`src/sfea_regs.vh`:
```
// register offsets, field positions and reset values of the fault aggregator
`ifndef SFEA_REGS_VH
`define SFEA_REGS_VH
`define SFEA_A_CORE_UV     8'h10
`define SFEA_A_CMP         8'h11
`define SFEA_A_CTRL        8'h12
`define SFEA_A_SUMMARY     8'h13
`define SFEA_A_FLAG_LO     8'h14
`define SFEA_A_FLAG_HI     8'h15
`define SFEA_A_EN_LO       8'h16
`define SFEA_A_EN_HI       8'h17
`define SFEA_SUMMARY_BIT   2
`define SFEA_CTRL_PIN_EN   0
`define SFEA_CTRL_PIN_LVL  1
`define SFEA_CORE_UV_RST   2'h0
`define SFEA_CORE_UV_SET   2'h3
`define SFEA_CMP_RST       3'h7
`define SFEA_CMP_CORE      2
`define SFEA_CMP_V18       0
`define SFEA_CMP_VIO       1
`define SFEA_EN_RST        16'h7eff
`define SFEA_CTRL_RST      1'h1
`define SFEA_F_DEC_A       0
`define SFEA_F_DEC_B       1
`define SFEA_F_IDLE        2
`define SFEA_F_LINE        3
`define SFEA_F_VIDRX       4
`define SFEA_F_REMOTE      5
`define SFEA_F_WMARK       6
`define SFEA_F_PKTCNT      7
`define SFEA_F_RETX        8
`define SFEA_F_RETXMAX     9
`define SFEA_F_MEM         10
`define SFEA_F_CORE        11
`define SFEA_F_CMP         12
`define SFEA_F_AUDIO       13
`define SFEA_F_OV          14
`define SFEA_NFLAG         16
`endif

```
`src/sfea_aggregator.v`:
```
// supply fault latching and error pin aggregation
`timescale 1ns/10ps
`default_nettype none
`include "sfea_regs.vh"
// Contract
// RULE_01: core undervoltage holds core logic in reset until the supply recovers.
// RULE_02: core undervoltage sets both core undervoltage status bits high, sticky.
// RULE_03: core undervoltage latches comparator status bit 2 low until cleared.
// RULE_04: those status bits survive the core reset; only power-on clears them. Code also clears them on a read of 0x10 or 0x11 once the fault is gone.
// RULE_05: host reads core status, then core fault flag; flag clears on read.
// RULE_06: supply-compare flag clears the same way: status read first, flag next.
// RULE_07: 1.8V undervoltage latches comparator bit 0 low, raises compare flag.
// RULE_08: I/O undervoltage latches comparator bit 1 low, raises compare flag.
// RULE_09: I/O supply has undervoltage detection only, no overvoltage.
// RULE_10: each set supply report enable lets its flag pull the pin low.
// RULE_11: pin flags latch, persist after the condition, clear when read.
// RULE_12: overvoltage flag can only set while the video path is active.
// RULE_13: active-low pin is NOR of all flags gated by report enables.
// RULE_14: most report enables default high after reset.
// RULE_15: summary bit 2 of 0x13 shows any error; pin enabled by default. Code shows only flags whose report enable is set.
// RULE_16: sources cover link, idle, line, video, remote, retransmit, memory, supply.
// RULE_17: line-fault interrupt asserts when either line-fault monitor reports.
// RULE_18: audio pattern flag asserts on nonzero error count while test runs.
// RULE_19: a bit read while its fault persists is set again next cycle.
module sfea_aggregator #(
   parameter ACNT_W = 8
) (
   input  wire              i_clk,
   input  wire              i_rst_n,
   input  wire              i_core_uv,
   input  wire              i_v18_uv,
   input  wire              i_vio_uv,
   input  wire              i_ov_event,
   input  wire              i_video_active,
   input  wire              i_link_a_decode_fault,
   input  wire              i_link_b_decode_fault,
   input  wire              i_idle_word_fault,
   input  wire [1:0]        i_line_fault_mon,
   input  wire              i_video_rx_irq,
   input  wire              i_remote_side_fault,
   input  wire              i_watermark_fault,
   input  wire              i_packet_count_fault,
   input  wire              i_retransmit_event,
   input  wire              i_retransmit_limit_event,
   input  wire              i_memory_fault,
   input  wire              i_audio_test_run,
   input  wire [ACNT_W-1:0] i_audio_err_cnt,
   input  wire              i_reg_rd,
   input  wire              i_reg_wr,
   input  wire [7:0]        i_reg_addr,
   input  wire [7:0]        i_reg_wdata,
   input  wire              i_fault_out_n_in,
   output reg  [7:0]        o_reg_rdata,
   output wire              o_fault_out_n_o,
   output wire              o_fault_out_n_oe,
   output reg               o_core_rst_n
);

   // analog comparators and the pin are asynchronous
   reg  [2:0] uv_meta_q;
   reg  [2:0] uv_sync_q;
   reg        ov_meta_q;
   reg        ov_sync_q;
   reg        pin_meta_q;
   reg        pin_sync_q;

   reg  [1:0]              core_uv_status_q;
   reg  [1:0]              core_uv_status_d;
   reg  [2:0]              comparator_status_q;
   reg  [2:0]              comparator_status_d;
   reg  [`SFEA_NFLAG-1:0]  flag_q;
   reg  [`SFEA_NFLAG-1:0]  flag_d;
   reg  [`SFEA_NFLAG-1:0]  report_enable_q;
   reg                     pin_en_q;
   reg  [`SFEA_NFLAG-1:0]  src;
   reg  [`SFEA_NFLAG-1:0]  rd_clr;
   reg  [7:0]              rdata_d;

   wire core_uv_s;
   wire v18_uv_s;
   wire vio_uv_s;
   wire line_fault_irq;
   wire audio_pattern_check_fault;
   wire any_fault;

   function hit;
      input       stb;
      input [7:0] addr;
      input [7:0] match;
      begin
         hit = stb & (addr == match);
      end
   endfunction

   always @(posedge i_clk or negedge i_rst_n) begin
      if (!i_rst_n) begin
         uv_meta_q  <= 3'h0;
         uv_sync_q  <= 3'h0;
         ov_meta_q  <= 1'h0;
         ov_sync_q  <= 1'h0;
         pin_meta_q <= 1'h1;
         pin_sync_q <= 1'h1;
      end else begin
         uv_meta_q  <= {i_vio_uv, i_v18_uv, i_core_uv};
         uv_sync_q  <= uv_meta_q;
         ov_meta_q  <= i_ov_event;
         ov_sync_q  <= ov_meta_q;
         pin_meta_q <= i_fault_out_n_in;
         pin_sync_q <= pin_meta_q;
      end
   end

   assign core_uv_s = uv_sync_q[0];
   assign v18_uv_s  = uv_sync_q[1];
   assign vio_uv_s  = uv_sync_q[2];

   assign line_fault_irq = |i_line_fault_mon; // RULE_17
   assign audio_pattern_check_fault = i_audio_test_run &
                                      (i_audio_err_cnt != {ACNT_W{1'b0}}); // RULE_18

   // retained status: set beats the read clear
   always @* begin
      core_uv_status_d = core_uv_status_q;
      if (hit(i_reg_rd, i_reg_addr, `SFEA_A_CORE_UV)) begin
         core_uv_status_d = `SFEA_CORE_UV_RST; // RULE_05
      end
      if (core_uv_s) begin
         core_uv_status_d = `SFEA_CORE_UV_SET; // RULE_02 RULE_19
      end
   end

   always @* begin
      comparator_status_d = comparator_status_q;
      if (hit(i_reg_rd, i_reg_addr, `SFEA_A_CMP)) begin
         comparator_status_d = `SFEA_CMP_RST; // RULE_06
      end
      if (core_uv_s) begin
         comparator_status_d[`SFEA_CMP_CORE] = 1'b0; // RULE_03
      end
      if (v18_uv_s) begin
         comparator_status_d[`SFEA_CMP_V18] = 1'b0; // RULE_07
      end
      if (vio_uv_s) begin
         comparator_status_d[`SFEA_CMP_VIO] = 1'b0; // RULE_08 RULE_19
      end
   end

   // lives on the 1.8V domain: core undervoltage does not clear it
   always @(posedge i_clk or negedge i_rst_n) begin
      if (!i_rst_n) begin
         core_uv_status_q    <= `SFEA_CORE_UV_RST;
         comparator_status_q <= `SFEA_CMP_RST;
      end else begin
         core_uv_status_q    <= core_uv_status_d; // RULE_04
         comparator_status_q <= comparator_status_d; // RULE_04
      end
   end

   always @* begin
      src = {`SFEA_NFLAG{1'b0}}; // RULE_16
      src[`SFEA_F_DEC_A]   = i_link_a_decode_fault;
      src[`SFEA_F_DEC_B]   = i_link_b_decode_fault;
      src[`SFEA_F_IDLE]    = i_idle_word_fault;
      src[`SFEA_F_LINE]    = line_fault_irq;
      src[`SFEA_F_VIDRX]   = i_video_rx_irq;
      src[`SFEA_F_REMOTE]  = i_remote_side_fault;
      src[`SFEA_F_WMARK]   = i_watermark_fault;
      src[`SFEA_F_PKTCNT]  = i_packet_count_fault;
      src[`SFEA_F_RETX]    = i_retransmit_event;
      src[`SFEA_F_RETXMAX] = i_retransmit_limit_event;
      src[`SFEA_F_MEM]     = i_memory_fault;
      // held while status bits remain, so status must be read first
      src[`SFEA_F_CORE]    = |core_uv_status_q; // RULE_05
      src[`SFEA_F_CMP]     = comparator_status_q != `SFEA_CMP_RST; // RULE_06
      src[`SFEA_F_AUDIO]   = audio_pattern_check_fault;
      // vio overvoltage has no monitor, so only one ov input exists
      src[`SFEA_F_OV]      = ov_sync_q & i_video_active; // RULE_12 RULE_09
   end

   always @* begin
      rd_clr = {`SFEA_NFLAG{1'b0}};
      if (hit(i_reg_rd, i_reg_addr, `SFEA_A_FLAG_LO)) begin
         rd_clr[7:0] = 8'hff;
      end
      if (hit(i_reg_rd, i_reg_addr, `SFEA_A_FLAG_HI)) begin
         rd_clr[15:8] = 8'hff;
      end
      flag_d = (flag_q & ~rd_clr) | src; // RULE_11 RULE_19
   end

   assign any_fault = |(flag_q & report_enable_q); // RULE_10 RULE_13

   always @* begin
      rdata_d = 8'h00;
      if (i_reg_addr == `SFEA_A_CORE_UV) begin
         rdata_d = {6'h00, core_uv_status_q};
      end else if (i_reg_addr == `SFEA_A_CMP) begin
         rdata_d = {5'h00, comparator_status_q};
      end else if (i_reg_addr == `SFEA_A_CTRL) begin
         rdata_d[`SFEA_CTRL_PIN_EN]  = pin_en_q;
         rdata_d[`SFEA_CTRL_PIN_LVL] = pin_sync_q;
      end else if (i_reg_addr == `SFEA_A_SUMMARY) begin
         rdata_d[`SFEA_SUMMARY_BIT] = any_fault; // RULE_15
      end else if (i_reg_addr == `SFEA_A_FLAG_LO) begin
         rdata_d = flag_q[7:0];
      end else if (i_reg_addr == `SFEA_A_FLAG_HI) begin
         rdata_d = flag_q[15:8];
      end else if (i_reg_addr == `SFEA_A_EN_LO) begin
         rdata_d = report_enable_q[7:0];
      end else if (i_reg_addr == `SFEA_A_EN_HI) begin
         rdata_d = report_enable_q[15:8];
      end
   end

   // core-powered logic: held at its reset values while the core supply is low
   always @(posedge i_clk or negedge i_rst_n) begin
      if (!i_rst_n) begin
         flag_q          <= {`SFEA_NFLAG{1'b0}};
         report_enable_q <= `SFEA_EN_RST; // RULE_14
         pin_en_q        <= `SFEA_CTRL_RST; // RULE_15
         o_reg_rdata     <= 8'h00;
         o_core_rst_n    <= 1'b0;
      end else if (core_uv_s) begin
         flag_q          <= {`SFEA_NFLAG{1'b0}}; // RULE_01
         report_enable_q <= `SFEA_EN_RST;
         pin_en_q        <= `SFEA_CTRL_RST;
         o_reg_rdata     <= 8'h00;
         o_core_rst_n    <= 1'b0; // RULE_01
      end else begin
         o_core_rst_n <= 1'b1;
         flag_q       <= flag_d;
         if (i_reg_rd) begin
            o_reg_rdata <= rdata_d;
         end
         if (hit(i_reg_wr, i_reg_addr, `SFEA_A_EN_LO)) begin
            report_enable_q[7:0] <= i_reg_wdata;
         end
         if (hit(i_reg_wr, i_reg_addr, `SFEA_A_EN_HI)) begin
            report_enable_q[15:8] <= i_reg_wdata & 8'h7f;
         end
         if (hit(i_reg_wr, i_reg_addr, `SFEA_A_CTRL)) begin
            pin_en_q <= i_reg_wdata[`SFEA_CTRL_PIN_EN];
         end
      end
   end

   // open drain: only ever pulls low
   assign o_fault_out_n_o  = 1'b0;
   assign o_fault_out_n_oe = any_fault & pin_en_q; // RULE_13

endmodule
`default_nettype wire

```
`config.mk`:
```
export PLATFORM = sky130hd
export DESIGN_NAME = sfea_aggregator
export DESIGN_NICKNAME = d
export VERILOG_FILES = /design/src/sfea_aggregator.v
export VERILOG_INCLUDE_DIRS = /design/src /design/src/src
export SDC_FILE = /design/constraint.sdc
export NUM_CORES = 1
export LEC_CHECK = 0
export ABC_AREA = 0
export BUFFER_PORTS_ARGS = -buffer_cell sky130_fd_sc_hd__clkbuf_2
export CAP_MARGIN = 15
export CORE_MARGIN = 2
export CORE_UTILIZATION = 48
export DETAILED_ROUTE_END_ITERATION = 6
export PLACE_DENSITY = 0.75
export SYNTH_ARGS = -nofsm -noshare
export SYNTH_HDL_FRONTEND = slang
export SYNTH_SLANG_ARGS = --single-unit
```
`constraint.sdc`:
```
create_clock -name i_clk -period 1.2 [get_ports i_clk]
set_input_delay 0.06 -clock i_clk [delete_from_list [all_inputs] [get_ports i_clk]]
set_output_delay 0.06 -clock i_clk [all_outputs]
set_load 0.005 [all_outputs]
```
==> flow_summary.toml <==
[global_route]
grt_pass1_vias = 2257
grt_max_degree = 56
overflow = 0
grt_pass1_wl_um = 10740
antenna_found_initial = 0
grt_usage_pct = 23.18

[clocking]
cts_tree = "built"
cts_root_buf = "clkbuf_8"
clk_pin_slew_ns = 0.09
clock_latency_ns = 0.31
cts_buffer_depth = 2
clock_sinks = 55
cts_htree_levels = 2
cts_made_buffers = 5

[finish]
syn2layout_area_growth_pct = 45.84
seqCellArea_um2 = 1403
layout-drive-gt1-share_pct = 45.59
fillers = 367
fin_area_um2 = 3666
antenna_cells = 0
final_util_pct = 72.24
multi_input_area_um2 = 1126
instances_no_fill = 410
fin_nets = 386

[placed_design]
hpwl_um = 4554
port_buffers = 56
place_ws_ns = -0.4154
dpl_cell_area_um2 = 3151
gp_congestion = 0.8680
dp_cells = 369

[synthesis]
synth_area_leaders = "dfrtp_1, dfstp_2, mux2i_1"
yosysTopAreaCell = "dfrtp_1"
syn_area_per_cell_um2 = 11.53
yosys_register_bits = 55
synthCells = 218
synth.most_common_cell = "dfrtp_1"
syn-num-nets = 265
netlist_area_um2 = 2514
yosys.area.top_type_share_pct = 34.84
ys_seq_area_share_pct = 55.75
synth_flop_cell = "dfrtp_1"
synth_warnings = 0
synth_edf_count = 0
synth_cell_types = 46
synth-async-reset-ratio_pct = 100.0
synth_common_cells = "dfrtp_1, dfstp_2, nand2_1, nor2_1, a21oi_1"

[sta]
layout_setup_ws_ns = -0.4478
fin_skew_ns = 0.003802
drv_slew = 0
finalCritPeriodShare_pct = 137.3
rsz0062_at_grt = "true"
fin_crit_ns = 1.648
max_freq_ghz = 0.6069
setup_viol = 19
finalHoldViolations = 0

[pwr]
power.internal_mw = 2.591
power_mw = 3.447
p_seq_share_pct = 56.6
switching_share_pct = 24.83
p_comb_share_pct = 14.5
switchingPower_uw = 856.0
p_leak_nw = 1.639
ir_drop_mv = 0.8527
powerDensity_nw_per_um2 = 940.3
power.share.clock_pct = 28.9

[min_path]
min_to = "report_enable_q[5]"
min_path_cells = 3
worstHoldStart = "i_reg_wdata[5]"
hp-class = "in -> reg"

[floorplan]
num_io_pins = 58
initial_core_util_pct = 49.53
die-area_um2 = 5832
die_w_um = 76.37
rows = 26
die_y_um = 76.37
core_um2 = 5075

[critical_path]
crit_type = "reg -> out"
r2r_slack_ns = -0.38
cp-end-kind = "primary output"
worst_r2r_path_depth = 5
worstPathRequired_ns = 1.14
crit_arrival_ns = 1.59
startpoint_type = "register"
crit_fanout = 2
reg2reg_to = "o_reg_rdata[2]"
rr_startpoint = "report_enable_q[13]"

[detailed_routing]
drcViolationCount = 0
ant_nets = 0
drt-pass1-iter-count = 5
vias_per_cell = 5.398
drt_iter0_drc = 186
wire_per_inst_um = 15.76
routed_wl_um = 6462
route.vias.total = 2213

[run_status]
outcome = "finished, violations left"
violations = "setup timing"

[run]
cap_violations = 0
==> layout make-up <==
cell class,instances,area share [%]
Multi-Input combinational cell,147,30.72
Tap cell,70,2.389
Sequential cell,55,38.26
Timing Repair Buffer,124,25.49
Inverter,6,0.7167
Clock inverter,3,0.5461
Clock buffer,5,1.877
==> stage by stage <==
| stage | hold WS (ns) | setup TNS [ns] |
|---|---|---|
| after global routing | 0.02367 | -2.828 |
| final | 0.01367 | -1.744 |
| after floorplan | -0.2356 | -5.207 |
| after global placement | 0.07485 | -10.90 |
| after detailed placement | 0.07750 | -12.10 |
| after CTS | 0.009586 | -1.916 |
==> power groups by stage <==
stage               clock network, mW  logic (mW)  registers (mW)
detailed placement                  0       0.394            1.98
global route                     1.09       0.545            1.96
floorplan                           0       0.166            1.97
finish                          0.998       0.499            1.95
CTS                              1.01       0.478            1.95
global placement                    0       0.388            1.98
==> what timing repair did <==
| action | 4_1_cts | 5_1_grt |
|---|---|---|
| hold buffers | 25 | 0 |
| setup endpoints to repair | 25 | 41 |
| buffers inserted | 5 | 3 |
| gates resized for setup | 9 | 15 |
| hold endpoints to repair | 68 | 0 |
| pin swaps | 10 | 7 |
==> cell families after synthesis <==
| logic type | synth area share (%) |
|---|---|
| mux | 10.35 |
| compound gates | 13.74 |
| simple gates | 16.38 |
| flops | 55.75 |
| buf+inv | 3.634 |
| other cells | 0.1492 |
==> layout by cell type, fill, tap and decap left out, types with 4 or more instances in the layout <==
cell type,netlist,routed
clkbuf_2,0,54
nand2_1,20,19
a22o_1,4,4
buf_6,1,7
dlygate4sd3_1,0,25
nor2_1,20,19
dfrtp_1,35,34
a221o_1,4,4
buf_4,1,34
and2_1,4,4
clkbuf_8,2,5
mux2i_1,17,15
buf_12,0,4
nand4_1,4,4
a22oi_1,8,7
a21oi_1,18,17
dfstp_2,20,20
inv_1,5,5
==> worst max-delay path by stage <==
stage / startpoint / to / slack (ns) / cells past startpoint
4_1_cts: flag_q[13] / o_fault_out_n_oe / -0.40 / 4
5_1_grt: flag_q[13] / o_fault_out_n_oe / -0.52 / 4
3_5_place_dp: i_reg_addr[5] / o_reg_rdata[4] / -0.42 / 5
3_3_place_gp: i_reg_addr[5] / o_reg_rdata[5] / -0.36 / 5
2_1_floorplan: i_reg_addr[5] / o_reg_rdata[3] / -0.26 / 5
6_report: report_enable_q[13] / o_fault_out_n_oe / -0.45 / 4
==> routing by layer <==
metal	routed length (um)	vias up	track usage [%]
met5	0	-	0
met4	99	0	7.091
met3	302	8	4.621
met2	3215	78	39.03
met1	2844	1090	30.45
li1	-	1037	-
==> critical path, cell delays in order (launching register included) <==
cell,delay (ns)
dfstp_2,0.39
a222oi_1,0.39
nand3_1,0.18
o21a_1,0.22
clkbuf_2,0.11
==> state kept, by name, summed over array words and instances, names as in the netlist <==
signal	count
pin_meta_q	1
pin_sync_q	1
o_core_rst_n	1
comparator_status_q	3
uv_meta_q	3
report_enable_q	15
uv_sync_q	3
core_uv_status_q	1
flag_q	16
o_reg_rdata	8
pin_en_q	1
ov_sync_q	1
ov_meta_q	1
Power figures use the tool's default switching activity.
